**src/common/rahc_defs.svh**
```systemverilog
`ifndef RAHC_DEFS_SVH
`define RAHC_DEFS_SVH

// ---------------------------------------------------------------
// parameter numbers and sub-indices
// ---------------------------------------------------------------
`define RAHC_PAR_ROTARY 16'h03ee
`define RAHC_PAR_METHOD 16'h041a
`define RAHC_PAR_OFFSET 16'h041b
`define RAHC_SUB_MODE 8'h00
`define RAHC_SUB_LOWER 8'h01
`define RAHC_SUB_UPPER 8'h02

// ---------------------------------------------------------------
// reset values
// ---------------------------------------------------------------
`define RAHC_RST_MODE 8'h00
`define RAHC_RST_LOWER 32'h80000000
`define RAHC_RST_UPPER 32'h7fffffff
`define RAHC_RST_OFFSET 32'h00000000
`define RAHC_RST_METHOD 8'h22

// ---------------------------------------------------------------
// rotary modes
// ---------------------------------------------------------------
`define RAHC_ROT_OFF 8'h00
`define RAHC_ROT_SHORT 8'h01
`define RAHC_ROT_FROM_SET 8'h02
`define RAHC_ROT_POS 8'h03
`define RAHC_ROT_NEG 8'h04

// ---------------------------------------------------------------
// homing method codes, two's complement
// ---------------------------------------------------------------
`define RAHC_M_STOP_POS 8'hee
`define RAHC_M_STOP_NEG 8'hef
`define RAHC_M_STOP_IDX_N 8'hfe
`define RAHC_M_STOP_IDX_P 8'hff
`define RAHC_M_LIM_IDX_N 8'h01
`define RAHC_M_LIM_IDX_P 8'h02
`define RAHC_M_REF_IDX_P 8'h07
`define RAHC_M_REF_IDX_N 8'h0b
`define RAHC_M_LIM_NEG 8'h11
`define RAHC_M_LIM_POS 8'h12
`define RAHC_M_REF_POS 8'h17
`define RAHC_M_REF_NEG 8'h1b
`define RAHC_M_IDX_NEG 8'h20
`define RAHC_M_IDX_POS 8'h21
`define RAHC_M_HERE 8'h22

// ---------------------------------------------------------------
// pin input indices
// ---------------------------------------------------------------
`define RAHC_IN_LIM_NEG 0
`define RAHC_IN_LIM_POS 1
`define RAHC_IN_REF 2
`define RAHC_IN_IDX 3

`endif

```
**src/common/rahc_pkg.sv**
```systemverilog
`include "rahc_defs.svh"

package rahc_pkg;

  typedef enum logic [2:0] {H_IDLE, H_SEEK, H_BACK, H_INDEX, H_LATCH} rahc_hstate_t;
  typedef enum logic [2:0] {SRC_NONE, SRC_STOP, SRC_LIM, SRC_REF, SRC_IDX} rahc_src_t;

  typedef struct packed {
    logic ok;
    rahc_src_t src;
    logic dir_pos;
    logic use_idx;
    logic idx_pos;
  } rahc_dec_t;

  typedef struct packed {
    rahc_hstate_t st;
    rahc_dec_t dec;
    logic [7:0] rot_mode;
    logic [31:0] lower;
    logic [31:0] upper;
    logic [31:0] offset;
    logic [7:0] method;
    logic [31:0] zero;
    logic [15:0] base;
    logic [3:0][2:0] sy;
    logic [3:0] filt;
    logic [3:0] prev;
    logic dir;
    logic en;
    logic crawl;
    logic busy;
    logic done;
    logic err;
    logic valid;
    logic [1:0] rot_dir;
    logic [31:0] rdata;
    logic ack;
    logic perr;
  } rahc_top_st_t;

  typedef struct packed {
    logic [31:0] result;
  } rahc_wrap_st_t;

  function automatic rahc_dec_t rahc_decode(input logic [7:0] m);
    rahc_dec_t d;
    d = '{ok: 1'b1, src: SRC_NONE, dir_pos: 1'b0, use_idx: 1'b0, idx_pos: 1'b0};
    case (m)
      `RAHC_M_STOP_POS: begin d.src = SRC_STOP; d.dir_pos = 1'b1; end
      `RAHC_M_STOP_NEG: d.src = SRC_STOP;
      `RAHC_M_STOP_IDX_N: begin d.src = SRC_STOP; d.dir_pos = 1'b1; d.use_idx = 1'b1; end
      `RAHC_M_STOP_IDX_P: begin d.src = SRC_STOP; d.use_idx = 1'b1; d.idx_pos = 1'b1; end
      `RAHC_M_LIM_IDX_N: begin d.src = SRC_LIM; d.use_idx = 1'b1; end
      `RAHC_M_LIM_IDX_P: begin d.src = SRC_LIM; d.dir_pos = 1'b1; d.use_idx = 1'b1; d.idx_pos = 1'b1; end
      `RAHC_M_REF_IDX_P: begin d.src = SRC_REF; d.dir_pos = 1'b1; d.use_idx = 1'b1; end
      `RAHC_M_REF_IDX_N: begin d.src = SRC_REF; d.use_idx = 1'b1; d.idx_pos = 1'b1; end
      `RAHC_M_LIM_NEG: d.src = SRC_LIM;
      `RAHC_M_LIM_POS: begin d.src = SRC_LIM; d.dir_pos = 1'b1; end
      `RAHC_M_REF_POS: begin d.src = SRC_REF; d.dir_pos = 1'b1; end
      `RAHC_M_REF_NEG: d.src = SRC_REF;
      `RAHC_M_IDX_NEG: d.src = SRC_IDX;
      `RAHC_M_IDX_POS: begin d.src = SRC_IDX; d.dir_pos = 1'b1; end
      `RAHC_M_HERE: d.src = SRC_NONE;
      default: d.ok = 1'b0;
    endcase
    return d;
  endfunction

endpackage

```
**src/common/rahc_wrap_if.sv**
```systemverilog
`timescale 1ns/1ps

interface rahc_wrap_if;
  logic en;
  logic [31:0] lower;
  logic [31:0] upper;
  logic [31:0] value;
  logic [31:0] result;

  modport core (input en, input lower, input upper, input value, output result);
  modport user (output en, output lower, output upper, output value, input result);
endinterface

```
**src/design/rahc_top.sv**
```systemverilog
`timescale 1ns/1ps
`include "rahc_defs.svh"

// Overview of operation
// - in rotary mode setpoints and actual values fold into lower..upper, ends coincide.
// - setpoint folding acts only in position mode.
// - fixed positive rotation never blocks negative setpoints.
// - rotary mode 0 off,1 shortest,2 from set,3 positive,4 negative; resets 0.
// - rotary limits are signed 32-bit; lower defaults to most negative value.
// - method code picks reference source, move order and index evaluation.
// - zero lies at reference point plus signed home offset, default 0; method 34 ignores the offset.
// - -18 seeks stop positive, -17 negative; stop at 50% i2t rise.
// - optional torque threshold declares the stop instead.
// - plain stop homing uses the stop itself as home.
// - -2/-1 find stop, then first index pulse negative/positive.
// - 18/17 seek limit positive/negative, then crawl back.
// - limit homing without index homes at limit falling edge.
// - methods 1/2 home at first index pulse negative/positive from the limit.
// - 23/27 seek reference switch, crawl back, home at its falling edge.
// - reaching the limit while seeking the reference switch reverses direction.
// - methods 7/11 home at first index pulse from the reference switch.
// - 32/33 home at first index pulse searching negative/positive.
// - method 34 makes the present position zero without motion.
module rahc_top (
  // clock and reset
  input wire logic clk_in,
  input wire logic rst_b_in,
  input wire logic ce_in,
  // parameter access from the fieldbus controller
  input wire logic par_wr_in,
  input wire logic par_rd_in,
  input wire logic [15:0] par_num_in,
  input wire logic [7:0] par_sub_in,
  input wire logic [31:0] par_wdata_in,
  output logic [31:0] par_rdata_out,
  output logic par_ack_out,
  output logic par_err_out,
  // position path
  input wire logic pos_mode_in,
  input wire logic set_dir_pos_in,
  input wire logic [31:0] pos_raw_in,
  input wire logic [31:0] pos_set_in,
  output logic [31:0] pos_act_out,
  output logic [31:0] pos_set_out,
  output logic [1:0] rot_dir_out,
  // homing control and sensors
  input wire logic home_start_in,
  input wire logic lim_neg_in,
  input wire logic lim_pos_in,
  input wire logic ref_sw_in,
  input wire logic index_in,
  input wire logic stop_torque_sel_in,
  input wire logic [15:0] i2t_in,
  input wire logic [15:0] torque_in,
  input wire logic [15:0] torque_cmp_in,
  // homing status and motion request
  output logic drive_en_out,
  output logic drive_dir_pos_out,
  output logic drive_crawl_out,
  output logic home_busy_out,
  output logic home_done_out,
  output logic home_err_out,
  output logic home_valid_out
);
  import rahc_pkg::*;

  rahc_top_st_t s;
  rahc_top_st_t next_s;
  rahc_dec_t dec_now;
  logic [3:0] pins;
  logic [3:0] rise;
  logic [3:0] fall;
  logic [16:0] stop_lvl;
  logic [15:0] torque_abs;
  logic stop_hit;
  logic lim_ahead;
  logic lim_behind_fall;
  logic [31:0] delta;
  logic [31:0] span;
  logic [31:0] delta_abs;

  rahc_wrap_if set_w ();
  rahc_wrap_if act_w ();

  // ---------------------------------------------------------------
  // rotary folding
  // ---------------------------------------------------------------
  assign set_w.en = (s.rot_mode != `RAHC_ROT_OFF) && pos_mode_in;
  assign set_w.lower = s.lower;
  assign set_w.upper = s.upper;
  assign set_w.value = pos_set_in;
  assign act_w.en = (s.rot_mode != `RAHC_ROT_OFF);
  assign act_w.lower = s.lower;
  assign act_w.upper = s.upper;
  assign act_w.value = pos_raw_in - s.zero;

  rahc_wrap u_set (
    .clk_in(clk_in),
    .rst_b_in(rst_b_in),
    .ce_in(ce_in),
    .w(set_w.core)
  );

  rahc_wrap u_act (
    .clk_in(clk_in),
    .rst_b_in(rst_b_in),
    .ce_in(ce_in),
    .w(act_w.core)
  );

  // ---------------------------------------------------------------
  // sensor events and stop detection
  // ---------------------------------------------------------------
  assign pins = {index_in, ref_sw_in, lim_pos_in, lim_neg_in};
  assign rise = s.filt & ~s.prev;
  assign fall = ~s.filt & s.prev;
  assign stop_lvl = {1'b0, s.base} + {2'b00, s.base[15:1]};
  assign torque_abs = torque_in[15] ? 16'(-torque_in) : torque_in;
  assign stop_hit = stop_torque_sel_in ? (torque_abs >= torque_cmp_in)
                                       : ({1'b0, i2t_in} >= stop_lvl);
  assign lim_ahead = s.dir ? s.filt[`RAHC_IN_LIM_POS] : s.filt[`RAHC_IN_LIM_NEG];
  // crawling back reverses the seek, so the switch left behind is the opposite one
  assign lim_behind_fall = s.dir ? fall[`RAHC_IN_LIM_NEG] : fall[`RAHC_IN_LIM_POS];
  assign dec_now = rahc_decode(s.method);
  assign span = s.upper - s.lower;
  assign delta = set_w.result - act_w.result;
  assign delta_abs = delta[31] ? -delta : delta;

  // ---------------------------------------------------------------
  // next state
  // ---------------------------------------------------------------
  always_comb begin
    next_s = s;
    next_s.ack = 1'b0;
    next_s.prev = s.filt;
    // only the agreeing second and third stages move the filtered level
    for (int i = 0; i < 4; i++) begin
      next_s.sy[i] = {s.sy[i][1:0], pins[i]};
      if (s.sy[i][1] == s.sy[i][2]) begin
        next_s.filt[i] = s.sy[i][2];
      end
    end

    // parameter writes and reads
    if (par_wr_in) begin
      next_s.ack = 1'b1;
      next_s.perr = 1'b0;
      if (par_num_in == `RAHC_PAR_ROTARY && par_sub_in == `RAHC_SUB_MODE) begin
        if (par_wdata_in <= 32'(`RAHC_ROT_NEG)) begin
          next_s.rot_mode = par_wdata_in[7:0];
        end else begin
          next_s.perr = 1'b1;
        end
      end else if (par_num_in == `RAHC_PAR_ROTARY && par_sub_in == `RAHC_SUB_LOWER) begin
        next_s.lower = par_wdata_in;
      end else if (par_num_in == `RAHC_PAR_ROTARY && par_sub_in == `RAHC_SUB_UPPER) begin
        next_s.upper = par_wdata_in;
      end else if (par_num_in == `RAHC_PAR_METHOD) begin
        next_s.method = par_wdata_in[7:0];
      end else if (par_num_in == `RAHC_PAR_OFFSET) begin
        next_s.offset = par_wdata_in;
      end else begin
        next_s.perr = 1'b1;
      end
    end else if (par_rd_in) begin
      next_s.ack = 1'b1;
      next_s.perr = 1'b0;
      next_s.rdata = '0;
      if (par_num_in == `RAHC_PAR_ROTARY && par_sub_in == `RAHC_SUB_MODE) begin
        next_s.rdata = {24'h000000, s.rot_mode};
      end else if (par_num_in == `RAHC_PAR_ROTARY && par_sub_in == `RAHC_SUB_LOWER) begin
        next_s.rdata = s.lower;
      end else if (par_num_in == `RAHC_PAR_ROTARY && par_sub_in == `RAHC_SUB_UPPER) begin
        next_s.rdata = s.upper;
      end else if (par_num_in == `RAHC_PAR_METHOD) begin
        next_s.rdata = {{24{s.method[7]}}, s.method};
      end else if (par_num_in == `RAHC_PAR_OFFSET) begin
        next_s.rdata = s.offset;
      end else begin
        next_s.perr = 1'b1;
      end
    end

    // preferred direction of travel in position mode
    case (s.rot_mode)
      `RAHC_ROT_SHORT: begin
        if ({delta_abs[30:0], 1'b0} > span) begin
          next_s.rot_dir = delta[31] ? 2'h1 : 2'h2;
        end else begin
          next_s.rot_dir = delta[31] ? 2'h2 : 2'h1;
        end
      end
      `RAHC_ROT_FROM_SET: next_s.rot_dir = set_dir_pos_in ? 2'h1 : 2'h2;
      `RAHC_ROT_POS: next_s.rot_dir = 2'h1;
      `RAHC_ROT_NEG: next_s.rot_dir = 2'h2;
      default: next_s.rot_dir = 2'h0;
    endcase

    // homing sequencer
    case (s.st)
      H_IDLE: begin
        next_s.en = 1'b0;
        if (home_start_in) begin
          if (!dec_now.ok) begin
            next_s.err = 1'b1;
          end else begin
            next_s.err = 1'b0;
            next_s.done = 1'b0;
            next_s.dec = dec_now;
            next_s.dir = dec_now.dir_pos;
            next_s.crawl = 1'b0;
            next_s.base = i2t_in;
            next_s.busy = 1'b1;
            if (dec_now.src == SRC_NONE) begin
              next_s.st = H_LATCH;
            end else begin
              next_s.st = H_SEEK;
              next_s.en = 1'b1;
            end
          end
        end
      end
      H_SEEK: begin
        case (s.dec.src)
          SRC_STOP: begin
            if (stop_hit) begin
              if (s.dec.use_idx) begin
                next_s.st = H_INDEX;
                next_s.dir = s.dec.idx_pos;
                next_s.crawl = 1'b1;
              end else begin
                next_s.st = H_LATCH;
              end
            end
          end
          SRC_LIM: begin
            if (lim_ahead) begin
              next_s.st = H_BACK;
              next_s.dir = ~s.dir;
              next_s.crawl = 1'b1;
            end
          end
          SRC_REF: begin
            if (s.filt[`RAHC_IN_REF]) begin
              next_s.st = H_BACK;
              next_s.dir = ~s.dir;
              next_s.crawl = 1'b1;
            end else if (lim_ahead) begin
              next_s.dir = ~s.dir;
            end
          end
          SRC_IDX: begin
            if (rise[`RAHC_IN_IDX]) begin
              next_s.st = H_LATCH;
            end
          end
          default: next_s.st = H_LATCH;
        endcase
      end
      H_BACK: begin
        if ((s.dec.src == SRC_LIM) ? lim_behind_fall : fall[`RAHC_IN_REF]) begin
          if (s.dec.use_idx) begin
            next_s.st = H_INDEX;
            next_s.dir = s.dec.idx_pos;
          end else begin
            next_s.st = H_LATCH;
          end
        end
      end
      H_INDEX: begin
        if (rise[`RAHC_IN_IDX]) begin
          next_s.st = H_LATCH;
        end
      end
      H_LATCH: begin
        next_s.en = 1'b0;
        next_s.crawl = 1'b0;
        next_s.busy = 1'b0;
        next_s.done = 1'b1;
        next_s.valid = 1'b1;
        next_s.st = H_IDLE;
        if (s.dec.src == SRC_NONE) begin
          next_s.zero = pos_raw_in;
        end else begin
          next_s.zero = pos_raw_in + s.offset;
        end
      end
      default: next_s.st = H_IDLE;
    endcase
  end

  always_ff @(posedge clk_in or negedge rst_b_in) begin
    if (!rst_b_in) begin
      s <= '0;
      s.st <= H_IDLE;
      s.rot_mode <= `RAHC_RST_MODE;
      s.lower <= `RAHC_RST_LOWER;
      s.upper <= `RAHC_RST_UPPER;
      s.offset <= `RAHC_RST_OFFSET;
      s.method <= `RAHC_RST_METHOD;
    end else if (ce_in) begin
      s <= next_s;
    end
  end

  // ---------------------------------------------------------------
  // outputs
  // ---------------------------------------------------------------
  assign par_rdata_out = s.rdata;
  assign par_ack_out = s.ack;
  assign par_err_out = s.perr;
  assign pos_act_out = act_w.result;
  assign pos_set_out = set_w.result;
  assign rot_dir_out = s.rot_dir;
  assign drive_en_out = s.en;
  assign drive_dir_pos_out = s.dir;
  assign drive_crawl_out = s.crawl;
  assign home_busy_out = s.busy;
  assign home_done_out = s.done;
  assign home_err_out = s.err;
  assign home_valid_out = s.valid;
endmodule

```
**src/design/rahc_wrap.sv**
```systemverilog
`timescale 1ns/1ps

module rahc_wrap (
  // clock and reset
  input wire logic clk_in,
  input wire logic rst_b_in,
  input wire logic ce_in,
  // fold request
  rahc_wrap_if.core w
);
  import rahc_pkg::*;

  rahc_wrap_st_t s;
  rahc_wrap_st_t next_s;
  logic [31:0] span;

  // ---------------------------------------------------------------
  // one-step fold
  // ---------------------------------------------------------------
  // limitation: one fold per cycle, so input must lie within one span of the range.
  // modulo arithmetic keeps the full 32-bit default range correct as well.
  always_comb begin
    span = w.upper - w.lower;
    next_s = s;
    if (!w.en) begin
      next_s.result = w.value;
    end else if ($signed(w.value) >= $signed(w.upper)) begin
      next_s.result = w.value - span;
    end else if ($signed(w.value) < $signed(w.lower)) begin
      next_s.result = w.value + span;
    end else begin
      next_s.result = w.value;
    end
  end

  always_ff @(posedge clk_in or negedge rst_b_in) begin
    if (!rst_b_in) begin
      s <= '0;
    end else if (ce_in) begin
      s <= next_s;
    end
  end

  assign w.result = s.result;
endmodule

```
**config.mk**
```make
export PLATFORM = sky130hd
export DESIGN_NAME = rahc_top
export DESIGN_NICKNAME = d
export VERILOG_FILES = /design/src/common/rahc_pkg.sv /design/src/common/rahc_wrap_if.sv /design/src/design/rahc_top.sv /design/src/design/rahc_wrap.sv
export VERILOG_INCLUDE_DIRS = /design/src /design/src/common
export SDC_FILE = /design/constraint.sdc
export NUM_CORES = 1
export LEC_CHECK = 0
export BUFFER_PORTS_ARGS = -buffer_cell sky130_fd_sc_hd__buf_2
export CAP_MARGIN = 20
export CORE_MARGIN = 2
export CORE_UTILIZATION = 40
export CTS_CLUSTER_SIZE = 25
export DETAILED_ROUTE_END_ITERATION = 6
export PLACE_DENSITY_LB_ADDON = 0.2
export SYNTH_ARGS = -nofsm -noshare
export SYNTH_HDL_FRONTEND = slang
export SYNTH_SLANG_ARGS = --single-unit
```
**constraint.sdc**
```tcl
create_clock -name clk_in -period 6.6 [get_ports clk_in]
set_input_delay 0.99 -clock clk_in [delete_from_list [all_inputs] [get_ports clk_in]]
set_output_delay 0.99 -clock clk_in [all_outputs]
set_load 0.03 [all_outputs]
```
==> impl_metrics.csv <==
group,metric,value,unit
setup_path,cp.required,7.09,ns
final_layout,nNetsFinal,5035,
timing,drv_slew,0,
pwr,p_sw,8.02,mW
synth,synthDistinctLibCells,96,
routing,vias,32153,
setup_path,critical_path.max_stage_delay,0.49,ns
pwr,power_frac_seq,14.5,%
final_layout,seq_area,7420,µm²
floorplan,die_y,288,µm
global_routing,grt.total_usage,29.4,%
final_layout,final_common_cell,"ha_1",
clocking,cts_setup_buffers,0,
synth,syn_inst,4009,
setup_path,crit_fanout,13,
pwr,swShare,50.2,%
floorplan,pin_count,288,
timing,finalHoldViolCount,0,
global_routing,grt_pass1_wl,190000,µm
place,placed_area,36100,µm²
setup_path,cp_common_cell,"a21o_1",
pwr,combPwrFrac,71.4,%
final_layout,syn2layout_area_growth,16.3,%
routing,dr.pass1.iters,6,
pwr,p_per_area,426,nW/µm²
setup_path,critical_path_class,"reg -> reg",
synth,yosysSeqAreaShare,23.0,%
setup_path,cp-end-kind,"register",
place,place_inst,5409,
clocking,tritoncts,"yes",
pwr,p_leak,17.9,nW
final_layout,most-common-layout-cells,"ha_1, a21oi_1, nor2_1",
final_layout,final_cells,5483,
floorplan,core_region_area,80200,µm²
clocking,htreeDepth,2,
timing,fin_crit,6.23,ns
clocking,insertion_delay,0.60,ns
final_layout,finish.utilization,46.8,%
global_routing,antenna_found_initial,3,
routing,avgRoutedWirePerCell,22.7,µm
synth,synth.top_cells.by_area,"dfrtp_1, ha_1, a21oi_1",
clocking,clock_path_buffers,3,
synth,synth_area,32300,µm²
clocking,clkTransAtPathRegs,0.06,ns
place,port_buffers,287,
synth,async_reset_ff_share,100,%
synth,synth_top_area_share,20.3,%
synth,synth-edff-count,0,
timing,clock_skew,0.0367,ns
synth,yosys_warnings,0,
setup_path,cp_slowest_cell,"o41ai_1",
setup_path,rrSetupSlack,0.37,ns
final_layout,nFillCells,8191,
floorplan,rows,104,
synth,synth_ff_type,"dfrtp_1",
timing,rsz0062_at_grt,"no",
final_layout,multi_input_area,22900,µm²
synth,yosys_register_bits,295,
timing,maxSlewHeadroom,26.4,%
floorplan,die_x,288,µm
floorplan,dieArea,82900,µm²
routing,drc,0,
global_routing,grt_max_degree,137,
place,post-place-ws,-0.375,ns
synth,synth_largest_area_cell,"dfrtp_1",
place,dpl.hpwl,102000,µm
pwr,clkPwrFrac,14.0,%
clocking,ctsHoldBuffers,0,
clocking,cts_buffers,39,
pwr,power.total,16.0,mW
global_routing,grt_pass1_vias,30966,
routing,routed_wl,124000,µm
pwr,p_int,7.95,mW
timing,setup_violations,0,
floorplan,initial_utilization,40.2,%
routing,ant_nets,0,
clocking,clockRootBuffer,"clkbuf_16",
timing,max_freq,161,MHz
job,drv_cap,0,
outcome,run_status,"complete, no violations",
setup_path,cp-start-kind,"register",
global_routing,overflow,0,
timing,worst_slack,0.373,ns
final_layout,drive_above_1_share,18.0,%
synth,syn-num-nets,4654,
final_layout,design_area,37500,µm²
routing,via_per_inst,5.86,
place,place_congestion,1.00,
clocking,cts_sinks,295,
timing,max_slew.worst_pin.slew,1.10,ns
hold_path,holdCritPathClass,"in -> async",
synth,syn_avg_cell_area,8.04,µm²
timing,period_share,94.3,%
pwr,peakVddDrop,0.000210,V
routing,drt_iter0_drc,2600,
setup_path,cp.arrival,6.71,ns
flip-flops by register name (all words and copies together), names as in the netlist, 2 cells and up:
register / cells
act_w.upper: 32
u_set.w.result: 32
act_w.lower: 32
par_rdata_out: 32
rot_dir_out: 2
next_s: 12
s: 112
u_act.w.result: 32
what timing repair did:
item	CTS	global route
endpoints found under the hold margin	0	0
setup endpoints to repair	0	33
gates resized for setup	0	16
final timing paths:
kind                                                        to                          start  cells after the start
max in group asynchronous       u_set.w.result[28]$_DFFE_PN0P_                       rst_b_in                      2
worst min register to register      home_valid_out$_DFFE_PN0P_     home_valid_out$_DFFE_PN0P_                      1
min in group clk_in                 home_valid_out$_DFFE_PN0P_     home_valid_out$_DFFE_PN0P_                      1
worst min-delay path             par_rdata_out[26]$_DFFE_PN0P_                       rst_b_in                      1
worst max register to register      rot_dir_out[1]$_DFFE_PN0P_  u_act.w.result[4]$_DFFE_PN0P_                     29
worst max-delay path                rot_dir_out[1]$_DFFE_PN0P_  u_act.w.result[4]$_DFFE_PN0P_                     29
Yosys cell counts, types with 14 or more instances:
cell / n
nor4_1: 26
xor2_1: 51
or3_1: 33
a21o_1: 134
xnor2_1: 142
and3_1: 23
nand2_1: 276
dfrtp_1: 261
a21oi_1: 405
nor2_1: 318
o211ai_1: 47
o21a_1: 43
buf_4: 34
inv_1: 310
or2_2: 16
nor2b_1: 38
clkbuf_1: 144
a31oi_1: 38
and2_1: 22
nor3_1: 72
a221o_1: 26
o31ai_1: 26
dfstp_2: 34
nand3_1: 93
o21bai_1: 62
ha_1: 455
nand4_1: 44
o21ai_0: 291
mux2_2: 106
mux2i_1: 27
o22ai_1: 27
o221ai_1: 38
nand2b_1: 51
or4_1: 14
a211oi_1: 41
stage by stage:
step / hold WS [ns] / TNS [ns]
final: 0.457 / 0
after global routing: 0.490 / 0
after CTS: 0.471 / 0
after detailed placement: 0.456 / -8.02
after global placement: 0.454 / -3.83
after floorplan: 0.448 / 0
kinds of logic (layout without fill, tap and decap cells):
logic type,Yosys count,in the layout,synth area share [%]
and+or+nand+nor,1066,1066,15.8
buffers and inverters,506,916,6.30
xor gates and xnor gates,193,193,5.24
adders and majority gates,464,464,18.2
other,0,4,0
muxes,134,134,4.57
DFF,295,295,23.0
AOI/OAI and AO/OA,1351,1351,26.9
metal layers:
metal | vias up | GRT usage, % | part of all wire [%]
li1 | 15387 | - | -
met1 | 15511 | 39.2 | 45
met2 | 1059 | 49.2 | 47
met3 | 196 | 3.35 | 5.3
met4 | 0 | 9.86 | 3.5
met5 | - | 0 | 0
power by group through the flow:
| stage | clock, mW | combinational, mW | sequential [mW] |
|---|---|---|---|
| global route | 2.35 | 12.4 | 2.35 |
| floorplan | 0 | 6.70 | 2.53 |
| detailed placement | 0 | 11.1 | 2.35 |
| CTS | 2.29 | 11.2 | 2.32 |
| finish | 2.24 | 11.4 | 2.32 |
| global placement | 0 | 11.2 | 2.35 |
critical path, delay by kind of cell (launching register included):
| family | cells | cell delay (ns) |
|---|---|---|
| AOI/OAI and AO/OA | 16 | 3.24 |
| and+or+nand+nor | 4 | 0.91 |
| adders and majority gates | 2 | 0.52 |
| buffers and inverters | 4 | 0.59 |
| DFF | 1 | 0.39 |
| xor gates and xnor gates | 3 | 0.44 |
layout make-up:
cell class                      count  share of cell area (%)
Multi-Input combinational cell   3208                    61.1
Clock buffer                       52                    2.84
Inverter                          313                    3.13
Timing Repair Buffer              533                    8.92
Clock inverter                     18                   0.687
Sequential cell                   295                    19.8
Antenna cell                        4                  0.0267
Tap cell                         1060                    3.53
Power figures use the tool's default switching activity.
